$ cat config.mk
export PLATFORM = sky130hd
export DESIGN_NAME = simlc_core
export DESIGN_NICKNAME = d
export VERILOG_FILES = /design/src/hw/simlc_core.v
export VERILOG_INCLUDE_DIRS = /design/src /design/src/hw
export SDC_FILE = /design/constraint.sdc
export NUM_CORES = 1
export LEC_CHECK = 0
export ABC_AREA = 1
export ABC_CLOCK_PERIOD_IN_PS = 2780
export BUFFER_PORTS_ARGS = -buffer_cell sky130_fd_sc_hd__clkbuf_2
export CAP_MARGIN = 20
export CORE_MARGIN = 5
export CORE_UTILIZATION = 50
export CTS_CLUSTER_DIAMETER = 100
export CTS_CLUSTER_SIZE = 28
export DETAILED_ROUTE_END_ITERATION = 10
export GPL_TIMING_DRIVEN = 0
export MAX_ROUTING_LAYER = met4
export PLACE_DENSITY = 0.76
export SLEW_MARGIN = 20
export SYNTH_ARGS = -nofsm -noshare
export SYNTH_HDL_FRONTEND = slang
export SYNTH_SLANG_ARGS = --single-unit
$ cat constraint.sdc
create_clock -name clk -period 2.78 [get_ports clk]
set_input_delay 0.139 -clock clk [delete_from_list [all_inputs] [get_ports clk]]
set_output_delay 0.139 -clock clk [all_outputs]
set_load 0.05 [all_outputs]
$ cat src/hw/simlc_map.vh
// constants of the switch interrupt mask and sleep timing block
// assumes: included by the design file by its bare name
`ifndef SIMLC_MAP_VH
`define SIMLC_MAP_VH

// ----------------------------------------------------------------
// register address codes, bits 31 to 25 of a frame
// ----------------------------------------------------------------
`define SIMLC_ADDR_PROG_IRQ_EN   7'h0d
`define SIMLC_ADDR_GND_IRQ_EN    7'h0e
`define SIMLC_ADDR_SLEEP_CFG     7'h0f

// ----------------------------------------------------------------
// frame layout
// ----------------------------------------------------------------
`define SIMLC_FRAME_BITS         6'h20
`define SIMLC_ADDR_MSB           31
`define SIMLC_ADDR_LSB           25
`define SIMLC_RW_BIT             24
`define SIMLC_REPLY_FAULT_BIT    23
`define SIMLC_REPLY_IRQ_BIT      22

// ----------------------------------------------------------------
// field positions and reset values
// ----------------------------------------------------------------
`define SIMLC_PROG_EN_MSB        7
`define SIMLC_GND_EN_MSB         13
`define SIMLC_WAKE_MSB           7
`define SIMLC_WAKE_LSB           4
`define SIMLC_POLL_MSB           3
`define SIMLC_POLL_LSB           0
`define SIMLC_PROG_EN_RESET      8'hff
`define SIMLC_GND_EN_RESET       14'h3fff
`define SIMLC_WAKE_RESET         4'h0
`define SIMLC_POLL_RESET         4'hf
`define SIMLC_WAKE_OFF           4'h0

// ----------------------------------------------------------------
// timing: clock period and timer tick, both in ns
// ----------------------------------------------------------------
`define SIMLC_CLK_PERIOD_NS      5
`define SIMLC_TICK_NS            1000000
`define SIMLC_TICK_CYC           (`SIMLC_TICK_NS / `SIMLC_CLK_PERIOD_NS)
`define SIMLC_GND_WIN_CYC        64   // ground poll window, clock cycles
`define SIMLC_BAT_WIN_CYC        128  // battery poll window, clock cycles

`endif

$ cat src/hw/simlc_core.v
// interrupt enables, sleep wake timer and poll timer behind the serial port
// assumes: serial pins and switch levels arrive asynchronous to clk,
// fault summary and sleep request come from logic on clk
//
// What this block does
// - one enable bit per switch input
// - disabled input never raises an interrupt
// - enabled input change raises an interrupt
// - enable registers writable at any time
// - all enable bits reset to one
// - programmable enables at 0001_101, reply flags
// - ground enables at 0001_110, fourteen bits
// - sleep config at 0001_111, wake/poll fields
// - wake timer expiry leaves sleep, interrupts
// - wake code zero turns timer off
// - wake codes map to listed milliseconds
// - poll code sets time between polls
// - poll event opens ground and battery windows
// - poll codes map to listed milliseconds
`timescale 1ns/100ps
`default_nettype none
`include "simlc_map.vh"

module simlc_core #(
  parameter         TICK_CYC    = `SIMLC_TICK_CYC,
  parameter         GND_WIN_CYC = `SIMLC_GND_WIN_CYC,
  parameter         BAT_WIN_CYC = `SIMLC_BAT_WIN_CYC,
  parameter         PROG_INPUTS = 8,
  parameter         GND_INPUTS  = 14
) (
  input  wire                              clk,
  input  wire                              rst_n,
  input  wire                              spiSclk,
  input  wire                              spiCsN,
  input  wire                              spiMosi,
  output wire                              spiMiso,
  output wire                              spiMisoOe,
  input  wire [PROG_INPUTS+GND_INPUTS-1:0] switchLevel,
  input  wire                              faultSummary,
  input  wire                              sleepRequest,
  output wire                              sleepState,
  output wire                              irqN,
  output wire                              pollGroundActive,
  output wire                              pollBatteryActive
);

  localparam NIN = PROG_INPUTS + GND_INPUTS;

  // ----------------------------------------------------------------
  // millisecond tables
  // ----------------------------------------------------------------

  // wake timer code to ms, zero means off
  function [9:0] wakeMs;
    input [3:0] code;
    begin
      case (code)
        4'h1:    wakeMs = 10'h006;
        4'h2:    wakeMs = 10'h00c;
        4'h3:    wakeMs = 10'h018;
        4'h4:    wakeMs = 10'h030;
        4'h5:    wakeMs = 10'h060;
        4'h6:    wakeMs = 10'h0c0;
        4'h7:    wakeMs = 10'h18a;
        4'h8:    wakeMs = 10'h004;
        4'h9:    wakeMs = 10'h008;
        4'ha:    wakeMs = 10'h010;
        4'hb:    wakeMs = 10'h020;
        4'hc:    wakeMs = 10'h040;
        4'hd:    wakeMs = 10'h080;
        4'he:    wakeMs = 10'h100;
        4'hf:    wakeMs = 10'h200;
        default: wakeMs = 10'h000;
      endcase
    end
  endfunction

  // poll interval code to ms, 3 ms is the shortest
  function [9:0] pollMs;
    input [3:0] code;
    begin
      case (code)
        4'h0:    pollMs = 10'h003;
        4'h1:    pollMs = 10'h006;
        4'h2:    pollMs = 10'h00c;
        4'h3:    pollMs = 10'h018;
        4'h4:    pollMs = 10'h030;
        4'h5:    pollMs = 10'h044;
        4'h6:    pollMs = 10'h04c;
        4'h7:    pollMs = 10'h080;
        4'h8:    pollMs = 10'h020;
        4'h9:    pollMs = 10'h024;
        4'ha:    pollMs = 10'h028;
        4'hb:    pollMs = 10'h02c;
        4'hc:    pollMs = 10'h034;
        4'hd:    pollMs = 10'h038;
        4'he:    pollMs = 10'h03c;
        default: pollMs = 10'h040;
      endcase
    end
  endfunction

  // ----------------------------------------------------------------
  // input synchronisers
  // ----------------------------------------------------------------
  reg [2:0]     sclkSync_reg;
  reg [2:0]     csSync_reg;
  reg [1:0]     mosiSync_reg;
  reg [NIN-1:0] swMeta_reg;
  reg [NIN-1:0] swSync_reg;

  // two flops per pin, third sclk/cs flop only for edges
  always @(posedge clk) begin
    if (!rst_n) begin
      sclkSync_reg <= 3'h0;
      csSync_reg   <= 3'h7;
      mosiSync_reg <= 2'h0;
      swMeta_reg   <= {NIN{1'b0}};
      swSync_reg   <= {NIN{1'b0}};
    end else begin
      sclkSync_reg <= {sclkSync_reg[1:0], spiSclk};
      csSync_reg   <= {csSync_reg[1:0], spiCsN};
      mosiSync_reg <= {mosiSync_reg[0], spiMosi};
      swMeta_reg   <= switchLevel;
      swSync_reg   <= swMeta_reg;
    end
  end

  wire sclkRise = sclkSync_reg[1] & ~sclkSync_reg[2];
  wire sclkFall = ~sclkSync_reg[1] & sclkSync_reg[2];
  wire csFall   = ~csSync_reg[1] & csSync_reg[2];
  wire csRise   = csSync_reg[1] & ~csSync_reg[2];
  wire csActive = ~csSync_reg[1];

  // ----------------------------------------------------------------
  // registers and frame engine
  // ----------------------------------------------------------------
  reg [PROG_INPUTS-1:0] progIrqEn_reg;
  reg [GND_INPUTS-1:0]  gndIrqEn_reg;
  reg [3:0]             wakeSel_reg;
  reg [3:0]             pollSel_reg;
  reg [31:0]            rxShift_reg;
  reg [31:0]            txShift_reg;
  reg [5:0]             bitCnt_reg;
  reg [6:0]             replyAddr_reg;
  reg [21:0]            readData;

  wire [6:0]  frameAddr = rxShift_reg[`SIMLC_ADDR_MSB:`SIMLC_ADDR_LSB];
  wire        frameWr   = rxShift_reg[`SIMLC_RW_BIT];
  wire        frameOk   = csRise & (bitCnt_reg == `SIMLC_FRAME_BITS);
  wire        irqFlag;

  // readback of the register named in the previous frame
  always @* begin
    readData = 22'h000000;
    case (replyAddr_reg)
      `SIMLC_ADDR_PROG_IRQ_EN: readData[PROG_INPUTS-1:0] = progIrqEn_reg;
      `SIMLC_ADDR_GND_IRQ_EN:  readData[GND_INPUTS-1:0]  = gndIrqEn_reg;
      `SIMLC_ADDR_SLEEP_CFG:   readData[7:0] = {wakeSel_reg, pollSel_reg};
      default:                 readData = 22'h000000;
    endcase
  end

  // shift in on sclk rise, out on sclk fall, commit on cs rise
  always @(posedge clk) begin
    if (!rst_n) begin
      progIrqEn_reg <= `SIMLC_PROG_EN_RESET;
      gndIrqEn_reg  <= `SIMLC_GND_EN_RESET;
      wakeSel_reg   <= `SIMLC_WAKE_RESET;
      pollSel_reg   <= `SIMLC_POLL_RESET;
      rxShift_reg   <= 32'h00000000;
      txShift_reg   <= 32'h00000000;
      bitCnt_reg    <= 6'h00;
      replyAddr_reg <= 7'h00;
    end else begin
      if (csFall) begin
        bitCnt_reg  <= 6'h00;
        txShift_reg <= {faultSummary, irqFlag, readData, 8'h00};
      end else if (csActive && sclkRise) begin
        rxShift_reg <= {rxShift_reg[30:0], mosiSync_reg[1]};
        if (bitCnt_reg != 6'h3f)
          bitCnt_reg <= bitCnt_reg + 6'h01;
      end else if (csActive && sclkFall) begin
        txShift_reg <= {txShift_reg[30:0], 1'b0};
      end
      // a frame of any other length is dropped
      if (frameOk) begin
        replyAddr_reg <= frameAddr;
        if (frameWr) begin
          case (frameAddr)
            `SIMLC_ADDR_PROG_IRQ_EN: progIrqEn_reg <= rxShift_reg[`SIMLC_PROG_EN_MSB:0];
            `SIMLC_ADDR_GND_IRQ_EN:  gndIrqEn_reg  <= rxShift_reg[`SIMLC_GND_EN_MSB:0];
            `SIMLC_ADDR_SLEEP_CFG: begin
              wakeSel_reg <= rxShift_reg[`SIMLC_WAKE_MSB:`SIMLC_WAKE_LSB];
              pollSel_reg <= rxShift_reg[`SIMLC_POLL_MSB:`SIMLC_POLL_LSB];
            end
            default: ;
          endcase
        end
      end
    end
  end

  assign spiMiso   = txShift_reg[31];
  assign spiMisoOe = csActive;

  // ----------------------------------------------------------------
  // millisecond tick, sleep state, wake and poll timers
  // ----------------------------------------------------------------
  localparam ST_NORMAL = 1'b0;
  localparam ST_SLEEP  = 1'b1;

  reg        state_reg;
  reg [31:0] tickCnt_reg;
  reg [9:0]  wakeCnt_reg;
  reg [9:0]  pollCnt_reg;
  reg [31:0] gndWin_reg;
  reg [31:0] batWin_reg;
  reg        wakeFire;
  reg        pollEnd;

  wire msTick = (tickCnt_reg == TICK_CYC - 1);

  // divider for a one-cycle pulse each millisecond of sleep, held at zero in normal mode
  always @(posedge clk) begin
    if (!rst_n || state_reg == ST_NORMAL)
      tickCnt_reg <= 32'h00000000;
    else if (msTick)
      tickCnt_reg <= 32'h00000000;
    else
      tickCnt_reg <= tickCnt_reg + 32'h00000001;
  end

  // timer expiry and end of an active ground poll window
  always @* begin
    wakeFire = (state_reg == ST_SLEEP) && msTick && (wakeSel_reg != `SIMLC_WAKE_OFF) &&
               (wakeCnt_reg + 10'h001 >= wakeMs(wakeSel_reg));
    pollEnd  = (gndWin_reg == 32'h00000001);
  end

  // sleep entry on request, exit on wake timer
  always @(posedge clk) begin
    if (!rst_n) begin
      state_reg <= ST_NORMAL;
    end else begin
      case (state_reg)
        ST_NORMAL: if (sleepRequest) state_reg <= ST_SLEEP;
        ST_SLEEP:  if (wakeFire) state_reg <= ST_NORMAL;
        default:   state_reg <= ST_NORMAL;
      endcase
    end
  end

  // ms counters; no poll window opens on the waking tick
  always @(posedge clk) begin
    if (!rst_n || state_reg == ST_NORMAL) begin
      wakeCnt_reg <= 10'h000;
      pollCnt_reg <= 10'h000;
      gndWin_reg  <= 32'h00000000;
      batWin_reg  <= 32'h00000000;
    end else begin
      if (msTick)
        wakeCnt_reg <= wakeFire ? 10'h000 : wakeCnt_reg + 10'h001;
      if (msTick && !wakeFire && pollCnt_reg + 10'h001 >= pollMs(pollSel_reg)) begin
        pollCnt_reg <= 10'h000;
        gndWin_reg  <= GND_WIN_CYC;
        batWin_reg  <= BAT_WIN_CYC;
      end else begin
        if (msTick)
          pollCnt_reg <= pollCnt_reg + 10'h001;
        if (gndWin_reg != 32'h00000000)
          gndWin_reg <= gndWin_reg - 32'h00000001;
        if (batWin_reg != 32'h00000000)
          batWin_reg <= batWin_reg - 32'h00000001;
      end
    end
  end

  assign sleepState        = state_reg;
  assign pollGroundActive  = (gndWin_reg != 32'h00000000);
  assign pollBatteryActive = (batWin_reg != 32'h00000000);

  // ----------------------------------------------------------------
  // change of state detection and pending interrupt flag
  // ----------------------------------------------------------------
  reg [NIN-1:0] reported_reg;
  reg           seeded_reg;
  reg           irqFlag_reg;

  // compare only in normal mode or at the end of a ground poll window
  wire          sampleNow = seeded_reg & ((state_reg == ST_NORMAL) | pollEnd);
  wire [NIN-1:0] changed  = swSync_reg ^ reported_reg;
  wire [NIN-1:0] enables  = {gndIrqEn_reg, progIrqEn_reg};
  wire          hit       = sampleNow & (|(changed & enables));

  // reported levels follow the sample, first sample seeds them
  always @(posedge clk) begin
    if (!rst_n) begin
      reported_reg <= {NIN{1'b0}};
      seeded_reg   <= 1'b0;
    end else if (!seeded_reg || sampleNow) begin
      reported_reg <= swSync_reg;
      seeded_reg   <= 1'b1;
    end
  end

  // set wins over the clear done by a completed frame
  always @(posedge clk) begin
    if (!rst_n)
      irqFlag_reg <= 1'b0;
    else if (hit || wakeFire)
      irqFlag_reg <= 1'b1;
    else if (frameOk)
      irqFlag_reg <= 1'b0;
  end

  assign irqFlag = irqFlag_reg;
  assign irqN    = ~irqFlag_reg;

endmodule

`default_nettype wire

Word-level counts from Yosys, hierarchy flattened
Memories as Yosys holds them, arrays and structs flattened. A register that Yosys moved wholly into a read port is not among the register bits.
Index checks and enable logic that the tools add are counted.
{"block": "word_totals", "regBits": 292, "romBits": 272, "inputBits": 29, "output_inout_bits": 6, "wordCells": 116, "memories": 2}
{"block": "classes", "n_addsub": 6, "order_cmp": 2, "n_eq_ne": 11, "n_mux": 20, "bitwise_logic": 19, "reduce_logical": 31}
{"name": "(no name shown)", "depth": 16, "word_bits": 9, "read_ports": 1, "rd_clocked_by_memory_dff": 1, "write_ports": 0, "line_no": "simlc_core.v:57", "rtl": "case (code)"}
{"name": "(no name shown)", "depth": 16, "word_bits": 8, "read_ports": 1, "rd_clocked_by_memory_dff": 1, "write_ports": 0, "line_no": "simlc_core.v:82", "rtl": "case (code)"}
{"cell": "two-way mux 32 bit", "count": 3}
{"cell": "nonzero test 32 bit", "count": 2}
{"cell": "subtractor 32 x 1 -> 32 bit, second input constant", "count": 2}
{"cell": "equality test 7 x 4 -> 1 bit, second input constant", "count": 6}
{"cell": "adder 32 x 1 -> 32 bit, second input constant", "count": 1}
{"cell": "equality test 32 x 1 -> 1 bit, second input constant", "count": 1}
{"cell": "equality test 32 x 18 -> 1 bit, second input constant", "count": 1}
{"cell": "case mux 8 bit (3 select lines)", "count": 1}
{"cell": "bitwise AND 22 bit", "count": 1}
{"cell": "OR reduction 22 bit", "count": 1}
{"cell": "XOR 22 bit", "count": 1}
{"cell": "adder 10 x 1 -> 10 bit, second input constant", "count": 2}
{"cell": ">= comparator 10 bit", "count": 2}
{"cell": "two-way mux 10 bit", "count": 2}
{"cell": "two-way mux 4 bit", "count": 4}
{"cell": "two-way mux 8 bit", "count": 2}
{"cell": "two-way mux 7 bit", "count": 2}
{"cell": "inverter 1 bit", "count": 9}
{"cell": "AND reduction 3 bit", "count": 3}
{"cell": "AND reduction 2 bit", "count": 4}
{"cell": "nonzero test 2 bit", "count": 4}
{"cell": "bitwise AND 1 bit", "count": 7}
{"cell": "logical AND 1 bit", "count": 7}
{"cell": "adder 6 x 1 -> 6 bit, second input constant", "count": 1}
{"cell": "other kinds (11)", "count": 20}

Longest topological paths before layout
Gate-level depths: netlist (run 1).
{"block": "logic_depth", "word_depth": 8, "mapped_depth": 17, "depth_no_buf": 17}

Least setup slack after synthesis (run 1)
Ideal clock, no wire load.
{"block": "synth_timing", "kind": "reg-to-reg", "start": "register wakeCnt_reg[0]", "end": "register batWin_reg[24]", "setup_time_ps": 116, "arrival_time_ps": 2438, "t_required_ps": 2664, "path_slack_ps": 226, "path_stages_with_launch": 17, "n_path_buf": 1, "synth_period_minus_slack_ps": 2554, "cell_sequence": "dfxtp_1 inv_1 nor3_1 nand2_1 nor3_1 xnor2_1 inv_1 ha_1 nand2_1 nand2_1 a21oi_1 nand4_1 a21oi_4 nand2_2 nand2_4 buf_6 nor2_1"}
{"block": "synth_via", "elab_chain_cells": 7}
{"element": "start, declared", "line_no": "simlc_core.v:215", "rtl": "reg [9:0] wakeCnt_reg;"}
{"element": "start signal, assigned", "line_no": "simlc_core.v:263", "rtl": "wakeCnt_reg <= wakeFire ? 10'h000 : wakeCnt_reg + 10'h001;"}
{"element": "adder 10 x 1 -> 10 bit", "line_no": "simlc_core.v:237", "rtl": "(wakeCnt_reg + 10'h001 >= wakeMs(wakeSel_reg));"}
{"element": ">= comparator 10 bit", "line_no": "simlc_core.v:237"}
{"element": "logical AND 1 bit", "line_no": "simlc_core.v:236", "rtl": "wakeFire = (state_reg == ST_SLEEP) && msTick && (wakeSel_reg != `SIMLC_WAKE_OFF) &&"}
{"element": "logical NOT 1 bit", "line_no": "simlc_core.v:264", "rtl": "if (msTick && !wakeFire && pollCnt_reg + 10'h001 >= pollMs(pollSel_reg)) begin"}
{"element": "logical AND 1 bit (2 in a row)", "line_no": "simlc_core.v:264"}
{"element": "OR reduction 2 bit (no line)"}
{"element": "end signal, assigned", "line_no": "simlc_core.v:274", "rtl": "batWin_reg <= batWin_reg - 32'h00000001;"}
{"element": "end, declared", "line_no": "simlc_core.v:218", "rtl": "reg [31:0] batWin_reg;"}
Every way passes these cells.
A chain may end at the register's enable or synchronous reset.

Worst setup path after layout (run 1)
{"block": "layout_timing", "start": "register wakeCnt_reg[1]", "end": "register gndWin_reg[3]"}
{"block": "layout_via", "elab_chain_cells": 7}
{"element": "adder 10 x 1 -> 10 bit", "line_no": "simlc_core.v:237"}
{"element": ">= comparator 10 bit", "line_no": "simlc_core.v:237"}
{"element": "logical AND 1 bit", "line_no": "simlc_core.v:236"}
{"element": "logical NOT 1 bit", "line_no": "simlc_core.v:264"}
{"element": "logical AND 1 bit (2 in a row)", "line_no": "simlc_core.v:264"}
{"element": "OR reduction 2 bit (no line)"}
{"element": "end signal, assigned", "line_no": "simlc_core.v:272", "rtl": "gndWin_reg <= gndWin_reg - 32'h00000001;"}
{"element": "end, declared", "line_no": "simlc_core.v:217", "rtl": "reg [31:0] gndWin_reg;"}
Every way passes these cells.

==> results of run 1 <==
[cell families after synthesis]
logic type / Yosys count / share of synthesized area
and+or+nand+nor: 1060 / 0.316
buffers and inverters: 310 / 0.0878
DFF: 309 / 0.436
AOI/OAI and AO/OA: 221 / 0.0840
xor gates and xnor gates: 77 / 0.0475
adders and majority gates: 33 / 0.0291
[routing by layer]
layer / up-vias / wire, µm / track usage
met5: - / 0 / -
met4: 0 / 733 / 0.0553
met3: 58 / 1440 / 0.0231
met2: 322 / 15900 / 0.361
met1: 5778 / 15300 / 0.277
li1: 6533 / - / -
[cells in the final DEF, fill, tap and decap left out, types with 35 or more instances in the layout]
| master | netlist | final |
|---|---|---|
| sky130_fd_sc_hd__nand2_1 | 478 | 474 |
| sky130_fd_sc_hd__nor3_1 | 39 | 36 |
| sky130_fd_sc_hd__nand3_1 | 129 | 128 |
| sky130_fd_sc_hd__nor2_2 | 6 | 35 |
| sky130_fd_sc_hd__xnor2_1 | 45 | 43 |
| sky130_fd_sc_hd__o21ai_0 | 90 | 89 |
| sky130_fd_sc_hd__a21oi_1 | 94 | 91 |
| sky130_fd_sc_hd__dfxtp_1 | 309 | 304 |
| sky130_fd_sc_hd__inv_1 | 246 | 242 |
| sky130_fd_sc_hd__nor2_1 | 329 | 299 |
[final cells by class]
| type | count | area (µm²) | area share |
|---|---|---|---|
| multi-input combinational | 1392 | 6990 | 0.436 |
| sequential | 309 | 6200 | 0.387 |
| inverter | 253 | 955 | 0.0595 |
| timing repair buffer | 80 | 678 | 0.0423 |
| tap | 378 | 473 | 0.0295 |
| clock buffer | 18 | 407 | 0.0253 |
| buffer | 56 | 302 | 0.0188 |
| clock inverter | 3 | 36.3 | 0.00226 |
[tightest hold or removal path, delay by kind of cell]
family                 cells  cell delay, ns
AND/OR/NAND/NOR            1            0.08
buffers and inverters      2            0.61
[stage by stage]
| step | instances | instance area [µm²] |
|---|---|---|
| after floorplan | 2010 | 14200 |
| after global placement | 2421 | 14800 |
| after detailed placement | 2421 | 14800 |
| after CTS | 2481 | 15800 |
| after global routing | 2489 | 16000 |
| final | 2489 | 16000 |
[timing repair]
item,CTS,global route
setup endpoints to repair,81,90
gates cloned,2,3
endpoints found under the hold margin,30,0
gates resized for setup,22,53
setup buffers,9,6
pin swaps,10,23
hold buffers,28,0
[how the worst max path moves through the flow]
stage,startpoint,to,slack (ns)
4_1_cts,wakeCnt_reg[2],wakeCnt_reg[1],0.002
2_1_floorplan,wakeCnt_reg[0],batWin_reg[24],0.23
3_3_place_gp,wakeCnt_reg[0],pollCnt_reg[0],-0.23
5_1_grt,wakeCnt_reg[1],gndWin_reg[3],-0.12
3_5_place_dp,wakeCnt_reg[0],pollCnt_reg[1],-0.30
6_report,wakeCnt_reg[1],gndWin_reg[3],-0.01
[report_power, final]
group | switching (mW) | leakage, nW | total (mW) | internal (mW)
sequential | 0.0285 | 2.51 | 4.50 | 4.48
combinational | 0.206 | 4.64 | 0.346 | 0.140
clock | 1.42 | 0.218 | 2.50 | 1.07
total | 1.66 | 7.37 | 7.35 | 5.69
==> results.tsv, run 1 <==
stage	metric	value	unit
critical_path	timing.critical_path.arrival	3.18	ns
timing	relSlewSlack	0.556	
yosys	synth_top_flop_cell	sky130_fd_sc_hd__dfxtp_1	
critical_path	critPathSlowestCell	sky130_fd_sc_hd__dfxtp_4	
yosys	synthCells	2010	
yosys	post-synth-top-count-cell	sky130_fd_sc_hd__nand2_1	
critical_path	worst-path-stages	18	
drt	drt_first_iter_violations	920	
clocking	tritoncts	yes	
timing	skew	0.0289	ns
timing	final.setup.tns	-0.00996	ns
critical_path	critical_path_buf_inv_count	4	
yosys	synth_edf_count	0	
timing	hold_viol_final	0	
critical_path	timing.reg2reg.worst_path_depth	18	
timing	final.min_clock_period	2.79	ns
clocking	clock_tree.root_cell	sky130_fd_sc_hd__clkbuf_16	
drt	ant_nets	0	
critical_path	cp_data_required_time	3.17	ns
finish	fill_cells	2613	
min_path	hold_wc_path_type	in -> reg	
run_status	failed_checks	negative setup slack	
timing	finalMaxSlewViolations	0	
drt	detail_route.first_pass.iterations	7	
die	die_outline_area	31900	µm²
clocking	clkTransAtPathRegs	0.11	ns
critical_path	r2r_end	gndWin_reg[3]	
timing	finalSetupViolCount	2	
timing	final.setup.worst_slack	-0.00983	ns
global_route	grt_pass1_wl	56000	µm
die	boundaryPins	35	
global_route	grt_max_degree	29	
power	total_power	7.35	mW
global_route	antenna_found_initial	0	
min_path	hold_depth	3	
drt	avgRoutedWirePerCell	13.4	µm
yosys	yosysWarningCount	0	
placement	dp_worst_setup_slack	-0.297	ns
global_route	grt-ovfl-total	0	
critical_path	reg_to_reg_setup_timing_slack	-0.01	ns
yosys	synthDominantCellAreaShare	0.436	
clocking	numClockSinks	309	
global_route	grt_usage	0.214	
finish	utilization	0.574	
critical_path	endpoint_type_of_the_worst_setup_path	register	
critical_path	critical-path-top-delay-family	simple AND/OR/NAND/NOR gates	
finish	layout-drive-gt1-share	0.0914	
finish	finish.net_count	2169	
min_path	endpoint_with_the_worst_hold_slack	csSync_reg[0]	
yosys	postSynthAreaPerCell	7.07	µm²
placement	final_weighted_congestion_of_routability_driven_global_placement	0.936	
timing	timing.fmax	358	MHz
drt	vias	12700	
placement	port_buffers	33	
die	die_h	179	µm
critical_path	category_of_the_most_critical_setup_path	reg -> reg	
yosys	synthesis.nets	2072	
critical_path	worst_path_most_repeated_cell	sky130_fd_sc_hd__nand2_1	
yosys	synth.area.top_cells	sky130_fd_sc_hd__dfxtp_1 (44%), sky130_fd_sc_hd__nand2_1 (13%), sky130_fd_sc_hd__nor2_1 (8.7%), sky130_fd_sc_hd__inv_1 (6.5%), sky130_fd_sc_hd__nand3_1 (4.5%)	
yosys	yosys.area.top_type	sky130_fd_sc_hd__dfxtp_1	
clocking	cts_htree_levels	1	
timing	rsz0062_at_grt	true	
timing	final.hold.worst_slack	0.348	ns
clocking	cts_inserted_buffers	15	
timing	fin_crit_sh	1.00	
drt	drt-vias-per-instance	5.10	
yosys	ys_seq_elements	309	
run_status	result_of_the_run	finished with violations	
run	max_cap_violations	0	
yosys	synth_sequential_area_ratio	0.436	
die	num_rows	61	
clocking	worst_skew_pair.late_latency	0.51	ns
critical_path	crit-reg2reg-launch	wakeCnt_reg[1]	
yosys	postSynth.asyncResetShare	0	
power	p_leak	7.37	nW
drt	drt-total-wl	33400	µm
clocking	max-clock-path-buffers	3	
critical_path	category_of_the_worst_setup_path_launch_point	register	
timing	worst_slew_pin_tran	0.666	ns
global_route	via_count_of_the_first_global_routing_pass	12000	
drt	detail_route.drc_violations	0	
die	floorplan_core_area	27900	µm²
critical_path	crit_path_max_incr_delay	0.40	ns
power	power.density	458	nW/µm²
placement	dp_hpwl	24300	µm
min_path	hold_start	spiCsN	
critical_path	critPathMaxFanout	7	
power	peakVddDrop	466	µV
finish	insertedDiodeCount	0	
yosys	syn-cell-area	14200	µm²
finish	flow.area_growth_from_synthesis	13.0	%
yosys	ys_types	44	
critical_path	timing.critical_path.cells	inv_4, nor3_4, nand2_2, nor2_4, xor2_2, ha_1, nand2_2, inv_1, nand2_1, nand2_1, nand2_1, nand4_1, a21oi_4, nand2_4, nand2_8, buf_12, clkbuf_16, nor2_1	
die	chipWidth	179	µm
die	initial_util	0.508	
yosys	yosys-top-cells-count	sky130_fd_sc_hd__nand2_1 (478), sky130_fd_sc_hd__nor2_1 (329), sky130_fd_sc_hd__dfxtp_1 (309)	
No activity file was read; power rests on OpenSTA's default activity.
==> run 2, diff against run 1 <==
--- a/config.mk
+++ b/config.mk
@@ -10,14 +10,16 @@
 export ABC_CLOCK_PERIOD_IN_PS = 2780
 export BUFFER_PORTS_ARGS = -buffer_cell sky130_fd_sc_hd__clkbuf_2
 export CAP_MARGIN = 20
+export CELL_PAD_IN_SITES_DETAIL_PLACEMENT = 1
+export CELL_PAD_IN_SITES_GLOBAL_PLACEMENT = 2
 export CORE_MARGIN = 5
-export CORE_UTILIZATION = 50
+export CORE_UTILIZATION = 36
 export CTS_CLUSTER_DIAMETER = 100
 export CTS_CLUSTER_SIZE = 28
 export DETAILED_ROUTE_END_ITERATION = 10
 export GPL_TIMING_DRIVEN = 0
 export MAX_ROUTING_LAYER = met4
-export PLACE_DENSITY = 0.76
+export PLACE_DENSITY = 0.89
 export SLEW_MARGIN = 20
 export SYNTH_ARGS = -nofsm -noshare
 export SYNTH_HDL_FRONTEND = slang
==> results.tsv, run 2 (synthesized netlist as in run 1, its figures left out) <==
stage	metric	value	unit	change
run_status	result_of_the_run	finished, final reports clean		was finished with violations
min_path	endpoint_with_the_worst_hold_slack	swMeta_reg[13]		was csSync_reg[0]
timing	rsz0062_at_grt	true		unchanged
critical_path	timing.reg2reg.worst_path_depth	17		was 18
clocking	clkTransAtPathRegs	0.10	ns	was 0.11 ns
drt	detail_route.drc_violations	0		unchanged
power	p_leak	7.39	nW	was 7.37 nW
finish	mostFrequentLayoutCells	sky130_fd_sc_hd__nand2_1 (472), sky130_fd_sc_hd__dfxtp_1 (303), sky130_fd_sc_hd__nor2_1 (300), sky130_fd_sc_hd__inv_1 (242), sky130_fd_sc_hd__nand3_1 (126)		was sky130_fd_sc_hd__nand2_1 (474), sky130_fd_sc_hd__dfxtp_1 (304), sky130_fd_sc_hd__nor2_1 (299), sky130_fd_sc_hd__inv_1 (242), sky130_fd_sc_hd__nand3_1 (128)
finish	utilization	0.420		was 0.574
finish	finish.net_count	2172		was 2169
finish	layout.cells.most_common	sky130_fd_sc_hd__nand2_1		unchanged
clocking	cts_inserted_buffers	16		was 15
clocking	tritoncts	yes		unchanged
die	chipWidth	209	µm	was 179 µm
timing	finalMaxSlewViolations	0		unchanged
timing	relSlewSlack	0.416		was 0.556
critical_path	category_of_the_most_critical_setup_path	reg -> reg		unchanged
die	initial_util	0.366		was 0.508
global_route	grt_max_degree	29		unchanged
critical_path	critPathSlowestCell	sky130_fd_sc_hd__dfxtp_4		unchanged
run	max_cap_violations	0		unchanged
drt	avgRoutedWirePerCell	14.9	µm	was 13.4 µm
drt	drt-vias-per-instance	4.85		was 5.10
clocking	worst_skew_pair.late_latency	0.53	ns	was 0.51 ns
placement	dp_hpwl	29000	µm	was 24300 µm
global_route	grt-ovfl-total	0		unchanged
finish	flow.area_growth_from_synthesis	14.9	%	was 13.0%
drt	detail_route.first_pass.iterations	5		was 7
placement	port_buffers	33		unchanged
critical_path	timing.critical_path.cells	inv_2, nor3_4, nand2_2, nor2_2, xor2_1, ha_1, nand2_2, inv_2, nand2_2, nand2_2, nand2_1, nand4_1, a21oi_4, nand2_4, nand2_4, clkbuf_16, nor2_1		was inv_4, nor3_4, nand2_2, nor2_4, xor2_2, ha_1, nand2_2, inv_1, nand2_1, nand2_1, nand2_1, nand4_1, a21oi_4, nand2_4, nand2_8, buf_12, clkbuf_16, nor2_1
power	peakVddDrop	432	µV	was 466 µV
min_path	hold_wc_path_type	in -> reg		unchanged
drt	drt_first_iter_violations	511		was 920
power	total_power	7.61	mW	was 7.35 mW
placement	final_weighted_congestion_of_routability_driven_global_placement	0.900		was 0.936
timing	final.setup.worst_slack	0.0361	ns	was -0.00983 ns
timing	fin_crit_sh	0.987		was 1.00
critical_path	critPathMaxFanout	5		was 7
critical_path	cp_data_required_time	3.21	ns	was 3.17 ns
placement	post_dp_cell_area	15000	µm²	was 14800 µm²
die	die_h	209	µm	was 179 µm
die	floorplan_core_area	38800	µm²	was 27900 µm²
drt	vias	12800		was 12.7k
global_route	antenna_found_initial	1		was 0
die	num_rows	72		was 61
finish	stdcell_count	2632		was 2489
timing	finalSetupViolCount	0		was 2
timing	worst_slew_pin_tran	0.876	ns	was 0.666 ns
drt	ant_nets	0		unchanged
timing	skew	0.0274	ns	was 0.0289 ns
global_route	via_count_of_the_first_global_routing_pass	13200		was 12.0k
finish	insertedDiodeCount	0		unchanged
die	boundaryPins	35		unchanged
min_path	hold_depth	4		was 3
critical_path	startpoint	wakeCnt_reg[1]		unchanged
timing	final.min_clock_period	2.74	ns	was 2.79 ns
critical_path	endpoint_type_of_the_worst_setup_path	register		unchanged
clocking	numClockSinks	309		unchanged
placement	placedCellCount	2561		was 2421
finish	final_design_area_no_fill	16300	µm²	was 16000 µm²
finish	layout-drive-gt1-share	0.0946		was 0.0914
critical_path	category_of_the_worst_setup_path_launch_point	register		unchanged
die	die_outline_area	43500	µm²	was 31900 µm²
critical_path	crit_path_max_incr_delay	0.38	ns	was 0.40 ns
clocking	max-clock-path-buffers	3		unchanged
critical_path	crit-reg2reg-launch	wakeCnt_reg[1]		unchanged
global_route	grt_usage	0.180		was 0.214
timing	timing.fmax	364	MHz	was 358 MHz
clocking	clock_tree.root_cell	sky130_fd_sc_hd__clkbuf_16		unchanged
critical_path	timing.critical_path.arrival	3.18	ns	about the same
min_path	hold_start	switchLevel[13]		was spiCsN
clocking	cts_htree_levels	1		unchanged
global_route	grt_pass1_wl	65200	µm	was 56000 µm
critical_path	r2r_end	batWin_reg[6]		was gndWin_reg[3]
placement	dp_worst_setup_slack	-0.354	ns	was -0.297 ns
critical_path	reg_to_reg_setup_timing_slack	0.04	ns	was -0.01 ns
critical_path	worst_path_most_repeated_cell	sky130_fd_sc_hd__nand2_2		was sky130_fd_sc_hd__nand2_1
timing	hold_viol_final	0		unchanged
drt	drt-total-wl	39100	µm	was 33400 µm
power	power.density	466	nW/µm²	was 458 nW/µm²
## run 2: critical path, delay by kind of cell (launching register included)
family	cells	cell delay (ns)
buffers and inverters	3	0.27
and+or+nand+nor	11	1.21
xor gates and xnor gates	1	0.25
DFF	1	0.38
adders and majority gates	1	0.31
AOI/OAI and AO/OA	1	0.23
## run 2: through the flow
step	setup TNS (ns)	hold slack, ns
2_1_floorplan	0	0.237
3_3_place_gp	-23.17	0.319
3_5_place_dp	-25.63	0.326
4_1_cts	-0.00732	0.309
5_1_grt	-5.96	0.328
6_report	0	0.330
## run 2: per-layer routing
layer	share of wire	global-route usage
met1	0.47	0.229
met2	0.49	0.315
met3	0.022	0.0196
met4	0.017	0.0342
met5	0	-
## run 2: worst max path at each step
stage / to / slack (ns) / cells past startpoint
2_1_floorplan: batWin_reg[24] / 0.23 / 16
3_3_place_gp: pollCnt_reg[9] / -0.32 / 15
3_5_place_dp: pollCnt_reg[4] / -0.35 / 15
4_1_cts: gndWin_reg[1] / -0.004 / 17
5_1_grt: gndWin_reg[30] / -0.11 / 17
6_report: batWin_reg[6] / 0.04 / 17
## run 2: final cells by class
cell class / instances / area, µm²
buffer: 57 / 324
clock buffer: 18 / 429
clock inverter: 4 / 63.8
fill: 4921 / 22500
inverter: 253 / 952
multi-input combinational: 1393 / 7020
sequential: 309 / 6200
tap: 518 / 648
timing repair buffer: 80 / 676
## run 2: repair_timing
| item | 4_1_cts | 5_1_grt |
|---|---|---|
| resized for setup | 18 | 63 |
| endpoints found under the setup margin | 88 | 90 |
| pin swaps | 6 | 20 |
| endpoints found under the hold margin | 28 | 0 |
| setup buffers | 7 | 7 |
| gates cloned | 1 | 6 |
| hold buffers | 28 | 0 |
## run 2: where the power goes
group	internal (mW)	total [mW]	switching, mW
logic	0.142	0.364	0.222
clock network	1.17	2.74	1.57
registers	4.48	4.51	0.0295
==> run 3, diff against run 2 <==
--- a/config.mk
+++ b/config.mk
@@ -13,13 +13,13 @@
 export CELL_PAD_IN_SITES_DETAIL_PLACEMENT = 1
 export CELL_PAD_IN_SITES_GLOBAL_PLACEMENT = 2
 export CORE_MARGIN = 5
-export CORE_UTILIZATION = 36
+export CORE_UTILIZATION = 31
 export CTS_CLUSTER_DIAMETER = 100
 export CTS_CLUSTER_SIZE = 28
 export DETAILED_ROUTE_END_ITERATION = 10
 export GPL_TIMING_DRIVEN = 0
 export MAX_ROUTING_LAYER = met4
-export PLACE_DENSITY = 0.89
+export PLACE_DENSITY = 0.8
 export SLEW_MARGIN = 20
 export SYNTH_ARGS = -nofsm -noshare
 export SYNTH_HDL_FRONTEND = slang
==> results.tsv, run 3 (synthesized netlist as in run 1, its figures left out) <==
stage	metric	value	unit	change
clocking	max-clock-path-buffers	3		unchanged
global_route	antenna_found_initial	0		was 1
finish	ff_latch_area	6200	µm²	unchanged
finish	flow.area_growth_from_synthesis	15.6	%	was 14.9%
die	num_rows	78		was 72
drt	detail_route.drc_violations	0		unchanged
timing	final.min_clock_period	2.74	ns	about the same
clocking	clkTransAtPathRegs	0.11	ns	was 0.10 ns
critical_path	category_of_the_most_critical_setup_path	reg -> reg		unchanged
global_route	grt_usage	0.163		was 0.180
drt	drt_first_iter_violations	533		was 511
critical_path	reg_to_reg_setup_timing_slack	0.04	ns	about the same
timing	finalMaxSlewViolations	0		unchanged
critical_path	startpoint	wakeCnt_reg[1]		unchanged
timing	finalSetupViolCount	0		unchanged
placement	dp_worst_setup_slack	-0.437	ns	was -0.354 ns
timing	skew	0.0245	ns	was 0.0274 ns
power	cell_internal_pwr	5.80	mW	was 5.79 mW
clocking	cts_inserted_buffers	16		unchanged
power	seqPwrFrac	0.589		was 0.592
clocking	clock_tree.root_cell	sky130_fd_sc_hd__clkbuf_16		unchanged
finish	layout-drive-gt1-share	0.0934		was 0.0946
run	max_cap_violations	0		unchanged
drt	avgRoutedWirePerCell	14.7	µm	was 14.9 µm
critical_path	critPathMaxFanout	6		was 5
placement	final_weighted_congestion_of_routability_driven_global_placement	0.855		was 0.900
finish	fill_cells	5666		was 4921
clocking	worst_skew_pair.late_latency	0.53	ns	about the same
global_route	grt_max_degree	29		unchanged
placement	port_buffers	33		unchanged
timing	relSlewSlack	0.498		was 0.416
finish	multi_input_area	7000	µm²	was 7020 µm²
critical_path	timing.critical_path.arrival	3.16	ns	was 3.18 ns
power	net-switching-power	1.84	mW	was 1.82 mW
power	combinationalPowerShare	0.046		was 0.048
die	die_h	224	µm	was 209 µm
min_path	endpoint_with_the_worst_hold_slack	swMeta_reg[3]		was swMeta_reg[13]
critical_path	cp_data_required_time	3.20	ns	was 3.21 ns
die	initial_util	0.313		was 0.366
min_path	hold_start	switchLevel[3]		was switchLevel[13]
power	power_switching_share	0.241		was 0.240
drt	drt-vias-per-instance	4.65		was 4.85
power	power.density	466	nW/µm²	about the same
timing	timing.fmax	365	MHz	was 364 MHz
min_path	hold_wc_path_type	in -> reg		unchanged
min_path	hold_depth	4		unchanged
power	power_frac_clock	0.365		was 0.360
global_route	grt-ovfl-total	0		unchanged
timing	fin_crit_sh	0.985		was 0.987
die	floorplan_core_area	45400	µm²	was 38800 µm²
timing	final.setup.worst_slack	0.0408	ns	was 0.0361 ns
finish	final_design_area_no_fill	16400	µm²	was 16300 µm²
die	die_outline_area	50200	µm²	was 43500 µm²
clocking	tritoncts	yes		unchanged
critical_path	category_of_the_worst_setup_path_launch_point	register		unchanged
critical_path	endpoint_type_of_the_worst_setup_path	register		unchanged
finish	utilization	0.362		was 0.420
critical_path	timing.reg2reg.worst_path_depth	18		was 17
die	boundaryPins	35		unchanged
drt	vias	12600		was 12.8k
clocking	numClockSinks	309		unchanged
drt	detail_route.first_pass.iterations	5		unchanged
timing	rsz0062_at_grt	true		unchanged
run_status	result_of_the_run	finished, final reports clean		unchanged
global_route	grt_pass1_wl	66700	µm	was 65200 µm
drt	ant_nets	0		unchanged
finish	mostFrequentLayoutCells	sky130_fd_sc_hd__nand2_1 (473), sky130_fd_sc_hd__nor2_1 (310), sky130_fd_sc_hd__dfxtp_1 (303), sky130_fd_sc_hd__inv_1 (241), sky130_fd_sc_hd__nand3_1 (127)		was sky130_fd_sc_hd__nand2_1 (472), sky130_fd_sc_hd__dfxtp_1 (303), sky130_fd_sc_hd__nor2_1 (300), sky130_fd_sc_hd__inv_1 (242), sky130_fd_sc_hd__nand3_1 (126)
global_route	via_count_of_the_first_global_routing_pass	13000		was 13.2k
die	chipWidth	224	µm	was 209 µm
power	total_power	7.65	mW	was 7.61 mW
placement	post_dp_cell_area	15100	µm²	was 15000 µm²
timing	worst_slew_pin_tran	0.753	ns	was 0.876 ns
timing	hold_viol_final	0		unchanged
power	peakVddDrop	449	µV	was 432 µV
finish	insertedDiodeCount	0		unchanged
finish	layout.cells.most_common	sky130_fd_sc_hd__nand2_1		unchanged
finish	finish.net_count	2176		was 2172
drt	drt-total-wl	40000	µm	was 39100 µm
critical_path	crit-reg2reg-launch	wakeCnt_reg[1]		unchanged
critical_path	r2r_end	batWin_reg[22]		was batWin_reg[6]
placement	dp_hpwl	30600	µm	was 29000 µm
timing	final.setup.tns	0	ns	unchanged
power	p_leak	7.41	nW	was 7.39 nW
clocking	cts_htree_levels	1		unchanged
[run 3: cell count changes in the layout (fill, tap and decap cells not counted), sizes merged]
cell      delta
buf          +8
bufbuf       +1
clkbuf       -3
clkinv       +1
clkinvlp     +2
inv          -1
nand2        -1
[run 3: repair_timing]
item	4_1_cts	5_1_grt
resized for setup	21	48
cloned	3	1
buffers inserted	13	9
setup endpoints to repair	89	94
hold buffers	28	0
pin swaps	10	23
hold endpoints to repair	30	0
[run 3: area by class of cell]
cell class	instances	area share
Clock buffer	19	0.0270
Timing Repair Buffer	86	0.0429
Clock inverter	6	0.00412
Buffer	56	0.0179
Inverter	253	0.0580
Tap cell	600	0.0457
Multi-Input combinational cell	1392	0.426
Sequential cell	309	0.378
[run 3: worst max-delay path by stage]
stage / endpoint / slack [ns] / cells after the start
global route: batWin_reg[24] / -0.11 / 18
detailed placement: batWin_reg[1] / -0.44 / 15
finish: batWin_reg[22] / 0.04 / 18
CTS: gndWin_reg[3] / -0.04 / 16
floorplan: batWin_reg[24] / 0.23 / 16
global placement: batWin_reg[0] / -0.41 / 15
[run 3: power groups by stage]
stage	sequential, mW	clock, mW	combinational, mW
2_1_floorplan	4.61	0	0.192
3_3_place_gp	4.61	0	0.299
3_5_place_dp	4.61	0	0.305
4_1_cts	4.51	2.95	0.348
5_1_grt	4.51	3.07	0.395
6_report	4.51	2.79	0.348
[run 3: metrics by stage]
stage               hold slack, ns  std cells
CTS                          0.278       2712
finish                       0.328       2721
global placement             0.320       2643
detailed placement           0.327       2643
floorplan                    0.237       2010
global route                 0.327       2721
[run 3: critical path, cell delays in order (launching register included)]
cell and delay [ns]:
sky130_fd_sc_hd__dfxtp_4 0.39, sky130_fd_sc_hd__inv_4 0.05, sky130_fd_sc_hd__nor3_4 0.21, sky130_fd_sc_hd__nand2_2 0.12, sky130_fd_sc_hd__nor2_4 0.14, sky130_fd_sc_hd__xor2_2 0.21, sky130_fd_sc_hd__ha_1 0.29, sky130_fd_sc_hd__nand2_2 0.09
sky130_fd_sc_hd__inv_1 0.04, sky130_fd_sc_hd__nand2_1 0.05, sky130_fd_sc_hd__nand2_1 0.04, sky130_fd_sc_hd__nand2_1 0.05, sky130_fd_sc_hd__nand4_1 0.16, sky130_fd_sc_hd__a21oi_4 0.24, sky130_fd_sc_hd__nand2_4 0.11, sky130_fd_sc_hd__buf_12 0.15
sky130_fd_sc_hd__nand2_8 0.10, sky130_fd_sc_hd__buf_6 0.14, sky130_fd_sc_hd__nor2_1 0.04
[run 3: routing by layer]
layer / part of all wire / global-route usage / wire [µm] / up-vias
li1: - / - / - / 6535
met2: 0.48 / 0.284 / 19200 / 103
met1: 0.48 / 0.210 / 19300 / 5968
met3: 0.021 / 0.0173 / 831 / 38
met4: 0.015 / 0.0255 / 608 / 0
met5: 0 / - / 0 / -
